--- config.mk ---
export PLATFORM = sky130hd
export DESIGN_NAME = mbe_regs
export DESIGN_NICKNAME = d
export VERILOG_FILES = /design/src/hdl/mbe_pkg.sv /design/src/hdl/mbe_tally.sv /design/src/hdl/mbe_regs.sv
export SDC_FILE = /design/constraint.sdc
export NUM_CORES = 1
export LEC_CHECK = 0
export BUFFER_PORTS_ARGS = -buffer_cell sky130_fd_sc_hd__buf_4
export CAP_MARGIN = 20
export CORE_UTILIZATION = 45
export CTS_CLUSTER_SIZE = 40
export DETAILED_ROUTE_END_ITERATION = 10
export MAX_ROUTING_LAYER = met4
export PLACE_DENSITY = 0.68
export RECOVER_POWER = 100
export SLEW_MARGIN = 15
export SYNTH_ARGS = -nofsm -noshare
export SYNTH_HDL_FRONTEND = slang
export SYNTH_SLANG_ARGS = --single-unit
--- constraint.sdc ---
create_clock -name clk_in -period 6.1 [get_ports clk_in]
set_clock_uncertainty 0.05 [all_clocks]
set_input_delay 0.61 -clock clk_in [delete_from_list [all_inputs] [get_ports clk_in]]
set_output_delay 0.61 -clock clk_in [all_outputs]
set_load 0.05 [all_outputs]
--- src/hdl/mbe_pkg.sv ---
// Package with register map, field layout and reset values of the monitor
package mbe_pkg;
    localparam int unsigned ADDR_W           = 6;
    localparam logic [5:0]  OFS_FAULT_STATUS = 6'h00;
    localparam logic [5:0]  OFS_FAULT_ADDR   = 6'h04;
    localparam logic [5:0]  OFS_FAULT_LIMITS = 6'h08;
    localparam logic [5:0]  OFS_RESERVED     = 6'h0C;
    localparam logic [5:0]  OFS_SCRUB_STATE  = 6'h10;
    localparam logic [5:0]  OFS_SCRUB_SETUP  = 6'h14;
    localparam logic [5:0]  OFS_RANGE_LOW    = 6'h18;
    localparam logic [5:0]  OFS_RANGE_HIGH   = 6'h1C;
    localparam logic [5:0]  OFS_CURSOR       = 6'h20;
    localparam logic [5:0]  OFS_SCRUB_LIMITS = 6'h24;
    localparam logic [5:0]  OFS_PATTERN      = 6'h28;
    localparam logic [5:0]  OFS_ALT_LOW      = 6'h2C;
    localparam logic [5:0]  OFS_ALT_HIGH     = 6'h30;
    // Field positions
    localparam int unsigned FIX_TALLY_LSB    = 22;
    localparam int unsigned FIX_TALLY_W      = 10;
    localparam int unsigned FATAL_TALLY_LSB  = 14;
    localparam int unsigned FATAL_TALLY_W    = 8;
    localparam int unsigned DONE_BIT         = 13;
    localparam int unsigned RUN_LIMIT_BIT    = 11;
    localparam int unsigned BLOCK_LIMIT_BIT  = 10;
    localparam int unsigned FIXABLE_BIT      = 9;
    localparam int unsigned FRESH_BIT        = 8;
    localparam int unsigned WRITE_BIT        = 7;
    localparam int unsigned MASTER_LSB       = 3;
    localparam int unsigned SIZE_LSB         = 0;
    localparam int unsigned FIX_EN_BIT       = 1;
    localparam int unsigned FATAL_EN_BIT     = 0;
    // Reset values and bus error response code
    localparam logic [9:0]  FIX_TALLY_RST    = 10'h000;
    localparam logic [7:0]  FATAL_TALLY_RST  = 8'h00;
    localparam logic [31:0] LIMITS_RST       = 32'h0000_0000;
    localparam logic [31:0] SCRUB_REG_RST    = 32'h0000_0000;
    localparam logic [1:0]  RESP_ERROR       = 2'h1;
endpackage

--- src/hdl/mbe_tally.sv ---
// Saturating error counter with threshold crossing detection
module mbe_tally
    import mbe_pkg::*;
#(
    parameter int unsigned W = 8
) (
    input  wire logic         clk_in,
    input  wire logic         rst_in,
    input  wire logic         step_in,
    input  wire logic         load_in,
    input  wire logic [W-1:0] load_val_in,
    input  wire logic [W-1:0] limit_in,
    output logic      [W-1:0] count_out,
    output logic              cross_out
);
    logic [W-1:0] count_q;
    logic [W-1:0] count_d;
    logic         at_max;

    // Count holds at all ones rather than wrapping back to zero
    assign at_max    = &count_q;
    assign count_d   = load_in ? load_val_in :
                       (step_in && !at_max) ? count_q + W'(1) : count_q;
    // Crossing only on the step from limit to limit plus one
    assign cross_out = step_in && !load_in && !at_max
                       && (count_q == limit_in);
    assign count_out = count_q;

    // Counter register
    always_ff @(posedge clk_in) begin
        if (rst_in) begin
            count_q <= '0;
        end else begin
            count_q <= count_d;
        end
    end
endmodule

--- src/hdl/mbe_regs.sv ---
// Memory bus error monitor: error logging and register bank
// What this block does
// - Registers decoded at offsets 0x00 to 0x30, 0x0C reserved.
// - Correctable error tally sits in status bits 31:22, read/write.
// - Uncorrectable error tally sits in status bits 21:14, read/write.
// - Status bit 13 is a read-only copy of scrub done flag.
// - Run or block limit flag set together with fresh error flag.
// - Fixable flag set for controller errors, cleared for bus errors.
// - Failing address holds full address, read-only, no reset.
// - Limits bits 31:22 hold correctable threshold, reset zero.
// - Limits bits 21:14 hold uncorrectable threshold, reset zero.
// - Step from threshold to threshold+1 freezes info, raises interrupt.
// - Limits bit 1 enables correctable, bit 0 uncorrectable handling.
// - Disabled error type neither interrupts nor holds information.
// - Uncorrectable enable in bit 0 resets to zero.
// - Address, direction, master and size of every transfer are recorded.
// - Threshold crossing freezes status and address, sets fresh flag.
// - Separate counters and thresholds for both error types.
module mbe_regs
    import mbe_pkg::*;
(
    input  wire logic        clk_in,
    input  wire logic        rst_in,
    // Monitored memory bus
    input  wire logic [31:0] bus_addr_in,
    input  wire logic        bus_write_in,
    input  wire logic [3:0]  bus_master_in,
    input  wire logic [2:0]  bus_size_in,
    input  wire logic        bus_addr_phase_in,
    input  wire logic        bus_ready_in,
    input  wire logic [1:0]  bus_resp_in,
    input  wire logic        fixable_fault_in,
    // Scrub engine status copies
    input  wire logic        scrub_done_in,
    input  wire logic        run_limit_hit_in,
    input  wire logic        block_limit_hit_in,
    // Register port
    input  wire logic        reg_sel_in,
    input  wire logic        reg_write_in,
    input  wire logic [5:0]  reg_addr_in,
    input  wire logic [31:0] reg_wdata_in,
    output logic      [31:0] reg_rdata_out,
    output logic             error_irq_out,
    // Scrub engine register values
    output logic      [31:0] scrub_setup_out,
    output logic      [31:0] range_low_out,
    output logic      [31:0] range_high_out,
    output logic      [31:0] scrub_limits_out,
    output logic      [31:0] init_pattern_out,
    output logic      [31:0] alt_low_out,
    output logic      [31:0] alt_high_out
);
    // Recorded transaction of the current address phase
    logic [31:0] cur_addr_q;
    logic        cur_write_q;
    logic [3:0]  cur_master_q;
    logic [2:0]  cur_size_q;
    // Frozen error information
    logic [31:0] fault_addr_q;
    logic        hold_write_q;
    logic [3:0]  hold_master_q;
    logic [2:0]  hold_size_q;
    logic        run_flag_q;
    logic        block_flag_q;
    logic        fixable_q;
    logic        fresh_q;
    logic [31:0] limits_q;
    logic [31:0] setup_q;
    logic [31:0] rlow_q;
    logic [31:0] rhigh_q;
    logic [31:0] slimits_q;
    logic [31:0] pattern_q;
    logic [31:0] alow_q;
    logic [31:0] ahigh_q;
    logic [31:0] rdata_q;
    logic        irq_q;

    // Address decode
    logic wr;
    logic wr_status;
    logic wr_limits;
    logic wr_setup;
    logic wr_rlow;
    logic wr_rhigh;
    logic wr_slim;
    logic wr_pat;
    logic wr_alow;
    logic wr_ahigh;
    logic hit_status;
    logic hit_addr;
    logic hit_limits;
    logic hit_state;
    logic hit_setup;
    logic hit_rlow;
    logic hit_rhigh;
    logic hit_cursor;
    logic hit_slim;
    logic hit_pat;
    logic hit_alow;
    logic hit_ahigh;
    assign wr         = reg_sel_in && reg_write_in;
    assign hit_status = (reg_addr_in == OFS_FAULT_STATUS);
    assign hit_addr   = (reg_addr_in == OFS_FAULT_ADDR);
    assign hit_limits = (reg_addr_in == OFS_FAULT_LIMITS);
    assign hit_state  = (reg_addr_in == OFS_SCRUB_STATE);
    assign hit_setup  = (reg_addr_in == OFS_SCRUB_SETUP);
    assign hit_rlow   = (reg_addr_in == OFS_RANGE_LOW);
    assign hit_rhigh  = (reg_addr_in == OFS_RANGE_HIGH);
    assign hit_cursor = (reg_addr_in == OFS_CURSOR);
    assign hit_slim   = (reg_addr_in == OFS_SCRUB_LIMITS);
    assign hit_pat    = (reg_addr_in == OFS_PATTERN);
    assign hit_alow   = (reg_addr_in == OFS_ALT_LOW);
    assign hit_ahigh  = (reg_addr_in == OFS_ALT_HIGH);
    assign wr_status  = wr && hit_status;
    assign wr_limits  = wr && hit_limits;
    assign wr_setup   = wr && hit_setup;
    assign wr_rlow    = wr && hit_rlow;
    assign wr_rhigh   = wr && hit_rhigh;
    assign wr_slim    = wr && hit_slim;
    assign wr_pat     = wr && hit_pat;
    assign wr_alow    = wr && hit_alow;
    assign wr_ahigh   = wr && hit_ahigh;

    // Error events seen at the end of a transfer
    logic bus_err;
    logic fix_err;
    assign bus_err = bus_ready_in && (bus_resp_in == RESP_ERROR);
    assign fix_err = fixable_fault_in;

    // Threshold fields and enables
    logic [FIX_TALLY_W-1:0]   fix_limit;
    logic [FATAL_TALLY_W-1:0] fatal_limit;
    logic                     fix_en;
    logic                     fatal_en;
    assign fix_limit   = limits_q[FIX_TALLY_LSB +: FIX_TALLY_W];
    assign fatal_limit = limits_q[FATAL_TALLY_LSB +: FATAL_TALLY_W];
    assign fix_en      = limits_q[FIX_EN_BIT];
    assign fatal_en    = limits_q[FATAL_EN_BIT];

    // Two independent tallies
    logic [FIX_TALLY_W-1:0]   fix_count;
    logic [FATAL_TALLY_W-1:0] fatal_count;
    logic                     fix_cross;
    logic                     fatal_cross;

    mbe_tally #(
        .W (FIX_TALLY_W)
    ) u_fix_tally (
        .clk_in      (clk_in),
        .rst_in      (rst_in),
        .step_in     (fix_err),
        .load_in     (wr_status),
        .load_val_in (reg_wdata_in[FIX_TALLY_LSB +: FIX_TALLY_W]),
        .limit_in    (fix_limit),
        .count_out   (fix_count),
        .cross_out   (fix_cross)
    );

    mbe_tally #(
        .W (FATAL_TALLY_W)
    ) u_fatal_tally (
        .clk_in      (clk_in),
        .rst_in      (rst_in),
        .step_in     (bus_err),
        .load_in     (wr_status),
        .load_val_in (reg_wdata_in[FATAL_TALLY_LSB +: FATAL_TALLY_W]),
        .limit_in    (fatal_limit),
        .count_out   (fatal_count),
        .cross_out   (fatal_cross)
    );

    // Capture decision: enabled crossing or scrub limit hit while no error is held
    logic fix_trig;
    logic fatal_trig;
    logic scrub_trig;
    logic capture;
    logic fresh_clr;
    assign fix_trig   = fix_cross && fix_en;
    assign fatal_trig = fatal_cross && fatal_en;
    assign scrub_trig = run_limit_hit_in || block_limit_hit_in;
    assign capture    = !fresh_q && (fix_trig || fatal_trig || scrub_trig);
    assign fresh_clr  = wr_status && !reg_wdata_in[FRESH_BIT];

    // Assembled status word
    logic [31:0] status_word;
    assign status_word = {fix_count, fatal_count,
                          scrub_done_in, 1'b0,
                          run_flag_q, block_flag_q, fixable_q, fresh_q,
                          hold_write_q, hold_master_q, hold_size_q};

    // Read data selection
    logic [31:0] rdata_d;
    assign rdata_d = hit_status ? status_word :
                     hit_addr   ? fault_addr_q :
                     hit_limits ? limits_q :
                     hit_state  ? {18'h00000, scrub_done_in, 13'h0000} :
                     hit_setup  ? setup_q :
                     hit_rlow   ? rlow_q :
                     hit_rhigh  ? rhigh_q :
                     hit_cursor ? 32'h0000_0000 :
                     hit_slim   ? slimits_q :
                     hit_pat    ? pattern_q :
                     hit_alow   ? alow_q :
                     hit_ahigh  ? ahigh_q : 32'h0000_0000;

    // Record every address phase of the monitored bus
    always_ff @(posedge clk_in) begin
        if (bus_addr_phase_in && bus_ready_in) begin
            cur_addr_q   <= bus_addr_in;
            cur_write_q  <= bus_write_in;
            cur_master_q <= bus_master_in;
            cur_size_q   <= bus_size_in;
        end
    end

    // Failing transfer snapshot, not reset
    always_ff @(posedge clk_in) begin
        if (capture) begin
            fault_addr_q  <= cur_addr_q;
            hold_write_q  <= cur_write_q;
            hold_master_q <= cur_master_q;
            hold_size_q   <= cur_size_q;
        end
    end

    // Status flags; a capture wins over a clearing write
    always_ff @(posedge clk_in) begin
        if (rst_in) begin
            fresh_q      <= 1'b0;
            fixable_q    <= 1'b0;
            run_flag_q   <= 1'b0;
            block_flag_q <= 1'b0;
        end else if (capture) begin
            fresh_q      <= 1'b1;
            fixable_q    <= fix_trig && !fatal_trig;
            run_flag_q   <= run_limit_hit_in;
            block_flag_q <= block_limit_hit_in;
        end else if (wr_status) begin
            fresh_q      <= fresh_q && !fresh_clr;
            fixable_q    <= reg_wdata_in[FIXABLE_BIT];
            run_flag_q   <= reg_wdata_in[RUN_LIMIT_BIT];
            block_flag_q <= reg_wdata_in[BLOCK_LIMIT_BIT];
        end
    end

    // Threshold register, reserved bits kept at zero
    always_ff @(posedge clk_in) begin
        if (rst_in) begin
            limits_q <= LIMITS_RST;
        end else if (wr_limits) begin
            limits_q <= {reg_wdata_in[31:14], 12'h000, reg_wdata_in[1:0]};
        end
    end

    // Scrub configuration word, stored for the engine outside
    always_ff @(posedge clk_in) begin
        if (rst_in) begin
            setup_q <= SCRUB_REG_RST;
        end else if (wr_setup) begin
            setup_q <= reg_wdata_in;
        end
    end

    // Scrub range low bound
    always_ff @(posedge clk_in) begin
        if (rst_in) begin
            rlow_q <= SCRUB_REG_RST;
        end else if (wr_rlow) begin
            rlow_q <= reg_wdata_in;
        end
    end

    // Scrub range high bound
    always_ff @(posedge clk_in) begin
        if (rst_in) begin
            rhigh_q <= SCRUB_REG_RST;
        end else if (wr_rhigh) begin
            rhigh_q <= reg_wdata_in;
        end
    end

    // Scrub run and block thresholds
    always_ff @(posedge clk_in) begin
        if (rst_in) begin
            slimits_q <= SCRUB_REG_RST;
        end else if (wr_slim) begin
            slimits_q <= reg_wdata_in;
        end
    end

    // Initialization pattern word
    always_ff @(posedge clk_in) begin
        if (rst_in) begin
            pattern_q <= SCRUB_REG_RST;
        end else if (wr_pat) begin
            pattern_q <= reg_wdata_in;
        end
    end

    // Second range low bound
    always_ff @(posedge clk_in) begin
        if (rst_in) begin
            alow_q <= SCRUB_REG_RST;
        end else if (wr_alow) begin
            alow_q <= reg_wdata_in;
        end
    end

    // Second range high bound
    always_ff @(posedge clk_in) begin
        if (rst_in) begin
            ahigh_q <= SCRUB_REG_RST;
        end else if (wr_ahigh) begin
            ahigh_q <= reg_wdata_in;
        end
    end

    // Read data registered every cycle, one cycle after the address
    always_ff @(posedge clk_in) begin
        if (rst_in) begin
            rdata_q <= 32'h0000_0000;
        end else begin
            rdata_q <= rdata_d;
        end
    end

    // One-cycle interrupt pulse on each capture
    always_ff @(posedge clk_in) begin
        if (rst_in) begin
            irq_q <= 1'b0;
        end else begin
            irq_q <= capture;
        end
    end

    assign reg_rdata_out    = rdata_q;
    assign error_irq_out    = irq_q;
    assign scrub_setup_out  = setup_q;
    assign range_low_out    = rlow_q;
    assign range_high_out   = rhigh_q;
    assign scrub_limits_out = slimits_q;
    assign init_pattern_out = pattern_q;
    assign alt_low_out      = alow_q;
    assign alt_high_out     = ahigh_q;
endmodule

# Word level (Yosys, flattened, before mapping)
# Index checks and enable logic that the tools add are counted.
# totals
reg_bits	379
word_cells	108
input_bits	90
# op_classes
add_sub_neg	2
eq_ne	14
muxes	24
n_reduce_logical	43
# ops
cell	n
$mux 32	12
$eq 6x6->1 const B	5
$logic_and 1x1->1	26
$eq 6x5->1 const B	4
$mux 10	2
$mux 8	2
$add 10x1->10 const B	1
$eq 10x10->1	1
$reduce_and 10->1	1
$add 8x1->8 const B	1
$eq 8x8->1	1
$mux 1	8
$reduce_and 8->1	1
$logic_not 1->1	7
$eq 6x3->1 const B	1
$eq 6x4->1 const B	1
$logic_not 6->1	1
$reduce_bool 2->1	3
$logic_or 1x1->1	3
$eq 2x1->1 const B	1
$reduce_or 2->1	1

# Depth between registers and ports, before layout
# Gate-level depths: netlist of the first run.
# depth
ltp_word	13
mapped_depth	8
ltp_nobuf	6

# Cells and area by module
# Synthesis of the first run repeated with hierarchy kept, for this count alone.
# unflattened
hier_cells	1833
hier_area_um2	15915.3
# by_module_without_submodules
module	cells_each	instances	seq_area_each_um2	area_each_um2
mbe_regs	1669	1	8027.7	14549.0
mbe_tally (u_fix_tally)	92	1	200.2	772.0
mbe_tally (u_fatal_tally)	72	1	160.2	594.3

# Worst setup path after synthesis of the first run
# OpenSTA, ideal clock, no wires.
# synth_path
path_kind	input port to flip-flop
start	input reg_addr_in[5]
end	register fault_addr_q[0] (enable)
path_stages	6
path_buffers	1
setup_time_ps	530
arrival_time_ps	2515
required_ps	5520
slack_ps	3005
path_cell_list	or3_1 clkbuf_1 nor4_1 nor2_1 o21ai_0 nand2_1
# synth_via
elab_chain_cells	10
elab_cells_between_ends	14
cone_classes	14 x reduce/logical
# synth_lines
element	line_no	source
from (decl)	mbe_regs.sv:40	input wire logic [5:0] reg_addr_in,
$logic_not 6->1 *	mbe_regs.sv:102	assign hit_status = (reg_addr_in == OFS_FAULT_STATUS);
$logic_and 1x1->1 *	mbe_regs.sv:114	assign wr_status = wr && hit_status;
$logic_not 1->1 *	mbe_tally.sv:25	assign cross_out = step_in && !load_in && !at_max
$logic_and 1x1->1 (2 in series)	mbe_tally.sv:25	
$logic_and 1x1->1	mbe_tally.sv:26	&& (count_q == limit_in);
$logic_and 1x1->1 (on tied branches)	mbe_regs.sv:178, mbe_regs.sv:179	
$logic_or 1x1->1 * (2 in series)	mbe_regs.sv:181	assign capture = !fresh_q && (fix_trig || fatal_trig || scrub_trig);
$logic_and 1x1->1 *	mbe_regs.sv:181	
via capture	mbe_regs.sv:176	logic capture;
to (signal assigned)	mbe_regs.sv:219	fault_addr_q <= cur_addr_q;
to (decl)	mbe_regs.sv:59	logic [31:0] fault_addr_q;
# The timed path passes the listed nets; every way through them passes the cells marked *.
# A chain may end at the register's enable or synchronous reset.

# Worst setup path after layout of the first run
# layout_path
start	input reg_addr_in[4]
end	register rlow_q[6] (netlist: range_low_out[6])
# layout_via
elab_chain_cells	2
# layout_lines
element	line_no	source
$eq 6x5->1	mbe_regs.sv:107	assign hit_rlow = (reg_addr_in == OFS_RANGE_LOW);
$logic_and 1x1->1	mbe_regs.sv:117	assign wr_rlow = wr && hit_rlow;
to (signal assigned)	mbe_regs.sv:269	rlow_q <= reg_wdata_in;
to (decl)	mbe_regs.sv:69	logic [31:0] rlow_q;
# No other way between the ends.

==> results of run 1 <==
[logic make-up (layout without fill, tap and decap cells)]
logic type | count (synthesis) | count (layout) | share of synthesized area
simple gates | 718 | 718 | 0.192
compound gates | 464 | 464 | 0.197
xor+xnor | 33 | 33 | 0.0186
fa+ha+maj | 2 | 2 | 0.00161
buf+inv | 177 | 450 | 0.0467
flops | 379 | 379 | 0.541
mux | 4 | 4 | 0.00266
[final timing paths]
check                             start          endpoint  slack [ns]  cells past startpoint
min                      bus_addr_in[4]     cur_addr_q[4]        0.21                      1
min reg2reg                 cur_write_q      hold_write_q        0.37                      0
max reg2reg  u_fatal_tally.count_out[0]  fault_addr_q[26]        1.64                      7
max                      reg_addr_in[4]  range_low_out[6]        1.54                      8
[critical path, stage by stage]
cell and delay (ns):
clkbuf_1 0.41, nor4b_1 0.71, and2_0 0.21, clkbuf_1 1.27
nand2_1 0.80, clkbuf_1 0.57, nand2_1 0.19, a21oi_1 0.08
[Yosys cell counts, drive strengths merged, types with 4 or more instances]
master	instances
nand2	551
dfxtp	299
a21oi	266
clkbuf	135
edfxtp	80
nand3	47
nor2	36
buf	33
a221oi	30
a222oi	30
a31o	30
xnor2	30
a211oi	27
nand2b	23
o221ai	22
o2bb2ai	20
o21ai	15
and2	13
nor3	12
and3	9
inv	9
nand4	8
nor4	8
a22oi	4
[power by group]
part / switching (mW) / total [mW] / leakage (nW) / internal, mW
combinational: 0.187 / 0.260 / 2.07 / 0.0723
sequential: 0.0327 / 2.66 / 3.18 / 2.62
clock: 0.993 / 2.48 / 0.663 / 1.49
[per-layer routing]
metal | global-route usage | routed length, um
met5 | - | 0
met4 | 0.163 | 3140
met2 | 0.525 | 27300
met1 | 0.393 | 22000
met3 | 0.0711 | 5370
[area by class of cell]
type                       count  share of cell area
multi-input combinational   1221               0.346
sequential                   379               0.453
tap                          448              0.0303
clock inverter                11             0.00744
clock buffer                  63              0.0650
inverter                       9             0.00183
timing repair buffer         367              0.0959
[metrics by stage]
step	hold WS [ns]	setup slack, ns	util	power, mW
final	0.215	1.54	0.549	5.40
after CTS	0.176	2.82	0.581	5.43
after detailed placement	0.355	2.55	0.541	2.98
after global placement	0.351	2.64	0.539	2.97
after floorplan	0.350	3.01	-	2.84
after global routing	0.200	1.30	0.549	5.53
[layout by cell type, fill, tap and decap left out, types with 3 or more instances in the layout]
| master | count |
|---|---|
| clkbuf_4 | 41 |
| nor2_1 | 33 |
| and2_1 | 4 |
| nand4_1 | 7 |
| nand2_1 | 551 |
| nor3_1 | 10 |
| nor4_1 | 7 |
| a31o_1 | 10 |
| bufinv_16 | 3 |
| xnor2_1 | 30 |
| a22oi_1 | 4 |
| mux2i_1 | 3 |
| nand2b_1 | 23 |
| clkbuf_16 | 42 |
| a211oi_1 | 18 |
| a221oi_1 | 30 |
| and3_1 | 9 |
| nor2b_1 | 3 |
| o221ai_1 | 22 |
| a311oi_1 | 3 |
| or3_1 | 3 |
| clkbuf_8 | 8 |
| a222oi_1 | 30 |
| clkinv_2 | 6 |
| and2_0 | 9 |
| buf_4 | 56 |
| o21ai_0 | 15 |
| o2bb2ai_1 | 20 |
| dfxtp_1 | 299 |
| a21oi_1 | 266 |
| clkbuf_1 | 281 |
| a211oi_2 | 9 |
| nand3_1 | 47 |
| xor2_1 | 3 |
| a31o_2 | 20 |
| inv_1 | 9 |
| edfxtp_1 | 80 |
==> metrics.txt, run 1 <==
outcome=finished, violations left; failing checks=max-capacitance violations, max-slew violations; Placed Cells=2424; GRT Overall Usage=0.329; Max-slew headroom=-0.830; number of port buffers=346; RSZ-0062 raised after global routing=false; register area=0.00839 mm^2; yosys warns=0; Final Setup Violations=0; vias in the first global route=13800; HP Class=in2reg; Synth area leader=dfxtp_1; initial antenna violation count=0; TritonCTS clock tree=yes; post-synthesis async set-or-reset flop share=0; Clk Tree Root Cell=clkbuf_16; Post-Syn Area=0.0155 mm^2; Max rail drop VDD=0.000180 V; Cell Pwr Density=292 mW/mm^2; Seq/Total Area, Yosys=0.541; DR vias/cell=5.87; Die Span Y=188 um; Die W=188 um; Overflow after GRT=0; EDFF count, synth=80; CTS Sinks=379; Layout Nets=2110; crit path max fanout=33; post-synth top area share=0.386; Via Count=14700; total die area=0.0352 mm^2; # IOs=347; row count=67; ANT cells=0; Syn Area/Cell=8.72 um^2; Synth cell types=59; layout cells sized above 1=0.0966; WL per Instance=23.1 um; first-pass GRT wire length=85.8 mm; area of the multi-input gates=0.00641 mm^2; clk slew on worst S/H paths=0.06 ns; clock buffer depth=3; Leak=5.91 nW; hold buffer count at cts=0; dominant synthesized flop cell=dfxtp_1; fill count=3286; Worst Setup Start Kind=input pin; core footprint=0.0337 mm^2; Yosys reg bits=379; largest net degree at the start of global routing=153; DR iter-0 viols=1521; post-synthesis instance total=1777; worst skew pair latency=0.54 ns; Critical Path AT=4.88 ns; post-route setup TNS=0 ns; crit share post-route=0.748; WP data required=6.42 ns; post-cts sizing count=0; fmax=219 MHz; syn nets=1869; Num CTS Buffers=40; router iterations before antenna repair=8; synth top area cells=dfxtp_1, edfxtp_1, nand2_1; Layout Cells excl Fill=2498; endpoints failing hold=0; GPL Wtd Cong=1.01; critical path class=in2reg; Tightest Pin Transition=2.74 ns; htree depth=2; Final Max Tran Viols=147; min Tclk post-route=4.56 ns; Residual DRC=0; CP Capture Type=flop; starting density of the core=0.460; final wirelength=57.8 mm; setup bufs post-CTS=0; Area Overhead vs Synth=19.4%; Placed Area=0.0182 mm^2; design area=0.0185 mm^2; Max Cap Viol=4; Post-DP HPWL=40.5 mm; number of antenna-violating nets in the routed design=0
Power figures use the tool's default switching activity.
==> inputs of run 2 (changes only) <==
==> constraint.sdc (replaced) <==
create_clock -name clk_in -period 4.38 [get_ports clk_in]
set_clock_uncertainty 0.05 [all_clocks]
set_input_delay 0.438 -clock clk_in [delete_from_list [all_inputs] [get_ports clk_in]]
set_output_delay 0.438 -clock clk_in [all_outputs]
set_load 0.05 [all_outputs]
==> run 2 against run 1 <==
The run still ends with max-capacitance violations, max-slew violations left. Sequential cell count did not move. Sequential power is 39% higher. Worst setup slack got worse by 0.82 ns. Routed wire length fell by 0.23%. Cell count rose by 0.32%. Combinational power is 40% higher. Total power rose by 35%. Design area fell by 0.35%. Clock power is 30% higher. First-iteration DRC count is 5.7% lower. Non-clock buffer count rose by 11.
==> metrics.txt, run 2 (synthesized netlist as in run 1, its figures left out) <==
outcome=finished, violations left (unchanged); failing checks=max-capacitance violations, max-slew violations (unchanged); crit share post-route=0.835; Overflow after GRT=0 (unchanged); GPL Wtd Cong=0.987 (was 1.01); vias in the first global route=13700 (was 13800); min Tclk post-route=3.66 ns; Final Setup Violations=0 (unchanged); WHS=0.0645 ns (was 0.215 ns); number of port buffers=346 (unchanged); worst skew pair latency=0.52 ns (was 0.54 ns); hold path depth=1 (unchanged); commonest non-fill, non-tap cells in the layout=nand2_1, dfxtp_1, clkbuf_1 (unchanged); fill count=3297 (was 3286); R2R depth=7 (unchanged); CP Depth=8 (unchanged); clk slew on worst S/H paths=0.06 ns (about the same); initial antenna violation count=0 (unchanged); Max rail drop VDD=0.000255 V (was 0.000180 V); max layer used=met4 (unchanged); Tightest Pin Transition=2.66 ns (was 2.74 ns); Worst Setup Start Kind=input pin (unchanged); # IOs=347 (unchanged); crit path max fanout=26 (was 33); critical-path cell list=buf_4 > nor4b_1 > clkbuf_1 > and3_1 > nand2_1 > clkbuf_1 > nand2_1 > a21oi_1 (was clkbuf_1 > nor4b_1 > and2_0 > clkbuf_1 > nand2_1 > clkbuf_1 > nand2_1 > a21oi_1); dpl ws=1.27 ns (was 2.55 ns); DR iter-0 viols=1435 (was 1521); Max Cap Viol=3 (was 4); row count=67 (unchanged); HP Class=in2reg (unchanged); post-cts sizing count=0 (unchanged); Final Max Tran Viols=107 (was 147); commonest non-fill, non-tap cell in the layout=nand2_1 (unchanged); Post-DP HPWL=40.9 mm (was 40.5 mm); final setup margin=0.722 ns (was 1.54 ns); ANT cells=0 (unchanged); Via Count=14700 (about the same); CP top delay family=buffers and inverters (unchanged); fmax=273 MHz; DR vias/cell=5.87 (about the same); Cell Pwr Density=395 mW/mm^2 (was 292 mW/mm^2); Die W=188 um (unchanged); max incr delay on CP=1.05 ns (was 1.27 ns); hold buffer count at cts=0 (unchanged); router iterations before antenna repair=9 (was 8); Crit-path slowest cell=clkbuf_1 (unchanged); RSZ-0062 raised after global routing=false (unchanged); Clk Tree Root Cell=clkbuf_16 (unchanged); Leak=5.89 nW (was 5.91 nW); total die area=0.0352 mm^2 (unchanged); WP data required=4.68 ns (was 6.42 ns); met2 routed WL=27.1 mm (was 27.3 mm); clock buffer depth=3 (unchanged); starting density of the core=0.460 (unchanged); Num CTS Buffers=40 (unchanged); critical path class=in2reg (unchanged); first-pass GRT wire length=84.7 mm (was 85.8 mm); post-route setup TNS=0 ns (unchanged); Die Span Y=188 um (unchanged); setup bufs post-CTS=0 (unchanged); htree depth=2 (unchanged); layout cells sized above 1=0.0967 (was 0.0966); Buf+Inv Stages, Crit Path=3 (unchanged); GRT Overall Usage=0.326 (was 0.329); Residual DRC=0 (unchanged); core footprint=0.0337 mm^2 (unchanged); power consumption=7.28 mW (was 5.40 mW); number of antenna-violating nets in the routed design=0 (unchanged); CTS Sinks=379 (unchanged); Area Overhead vs Synth=19.0% (was 19.4%); TritonCTS clock tree=yes (unchanged); final wirelength=57.6 mm (was 57.8 mm); Critical Path AT=3.96 ns (was 4.88 ns); CP Capture Type=flop (unchanged); Max-slew headroom=-0.773 (was -0.830); largest net degree at the start of global routing=148 (was 153); endpoints failing hold=0 (unchanged); Layout Nets=2121 (was 2110); Metal-1 WL=21.7 mm (was 22.0 mm); metal3 WL=5.50 mm (was 5.37 mm); WL per Instance=23.0 um (was 23.1 um)
==> run 2: changes by cell type in the layout (fill, tap and decap cells not counted), moves of 2 or more <==
cell | before | now
inv_6 | 2 | 0
clkinv_2 | 6 | 2
bufinv_16 | 3 | 0
clkinv_1 | 0 | 8
nor2_4 | 2 | 0
clkbuf_1 | 281 | 279
buf_4 | 56 | 67
clkbuf_8 | 8 | 10
clkbuf_2 | 0 | 2
==> run 2: where the power goes <==
group	internal (mW)	switching, mW	leakage (nW)	total [mW]
logic	0.104	0.261	2.11	0.364
clock network	1.86	1.35	0.603	3.22
registers	3.65	0.0438	3.18	3.70
total	5.62	1.66	5.89	7.28
==> run 2: final cells by class <==
cell class / instances / area, um^2 / area share
flip-flops and latches: 379 / 8390 / 0.455
inverters: 9 / 33.8 / 0.00183
clock inverters: 10 / 40.0 / 0.00217
well taps: 448 / 561 / 0.0304
clock buffers: 61 / 1190 / 0.0646
repair buffers: 378 / 1830 / 0.0994
multi-input cells: 1221 / 6390 / 0.347
==> run 2: path summary, 6_finish.rpt <==
check / from / end / slack [ns]
worst min-delay path: bus_addr_in[20] / cur_addr_q[20] / 0.06
worst max-delay path: reg_addr_in[4] / alt_low_out[26] / 0.72
worst max register to register: u_fatal_tally.count_out[0] / fault_addr_q[29] / 1.20
worst min register to register: cur_size_q[2] / hold_size_q[2] / 0.37
==> run 2: layer usage <==
metal	vias to the layer above	track usage
met4	0	0.165
li1	6711	-
met3	161	0.0726
met5	-	-
met2	827	0.524
met1	7001	0.384
==> run 2: stage by stage <==
step | utilization | area [um^2] | std cells
detailed placement | 0.542 | 18300 | 2435
finish | 0.547 | 18400 | 2506
global route | 0.547 | 18400 | 2506
global placement | 0.541 | 18200 | 2434
floorplan | - | 15500 | 1777
CTS | 0.579 | 19500 | 2506
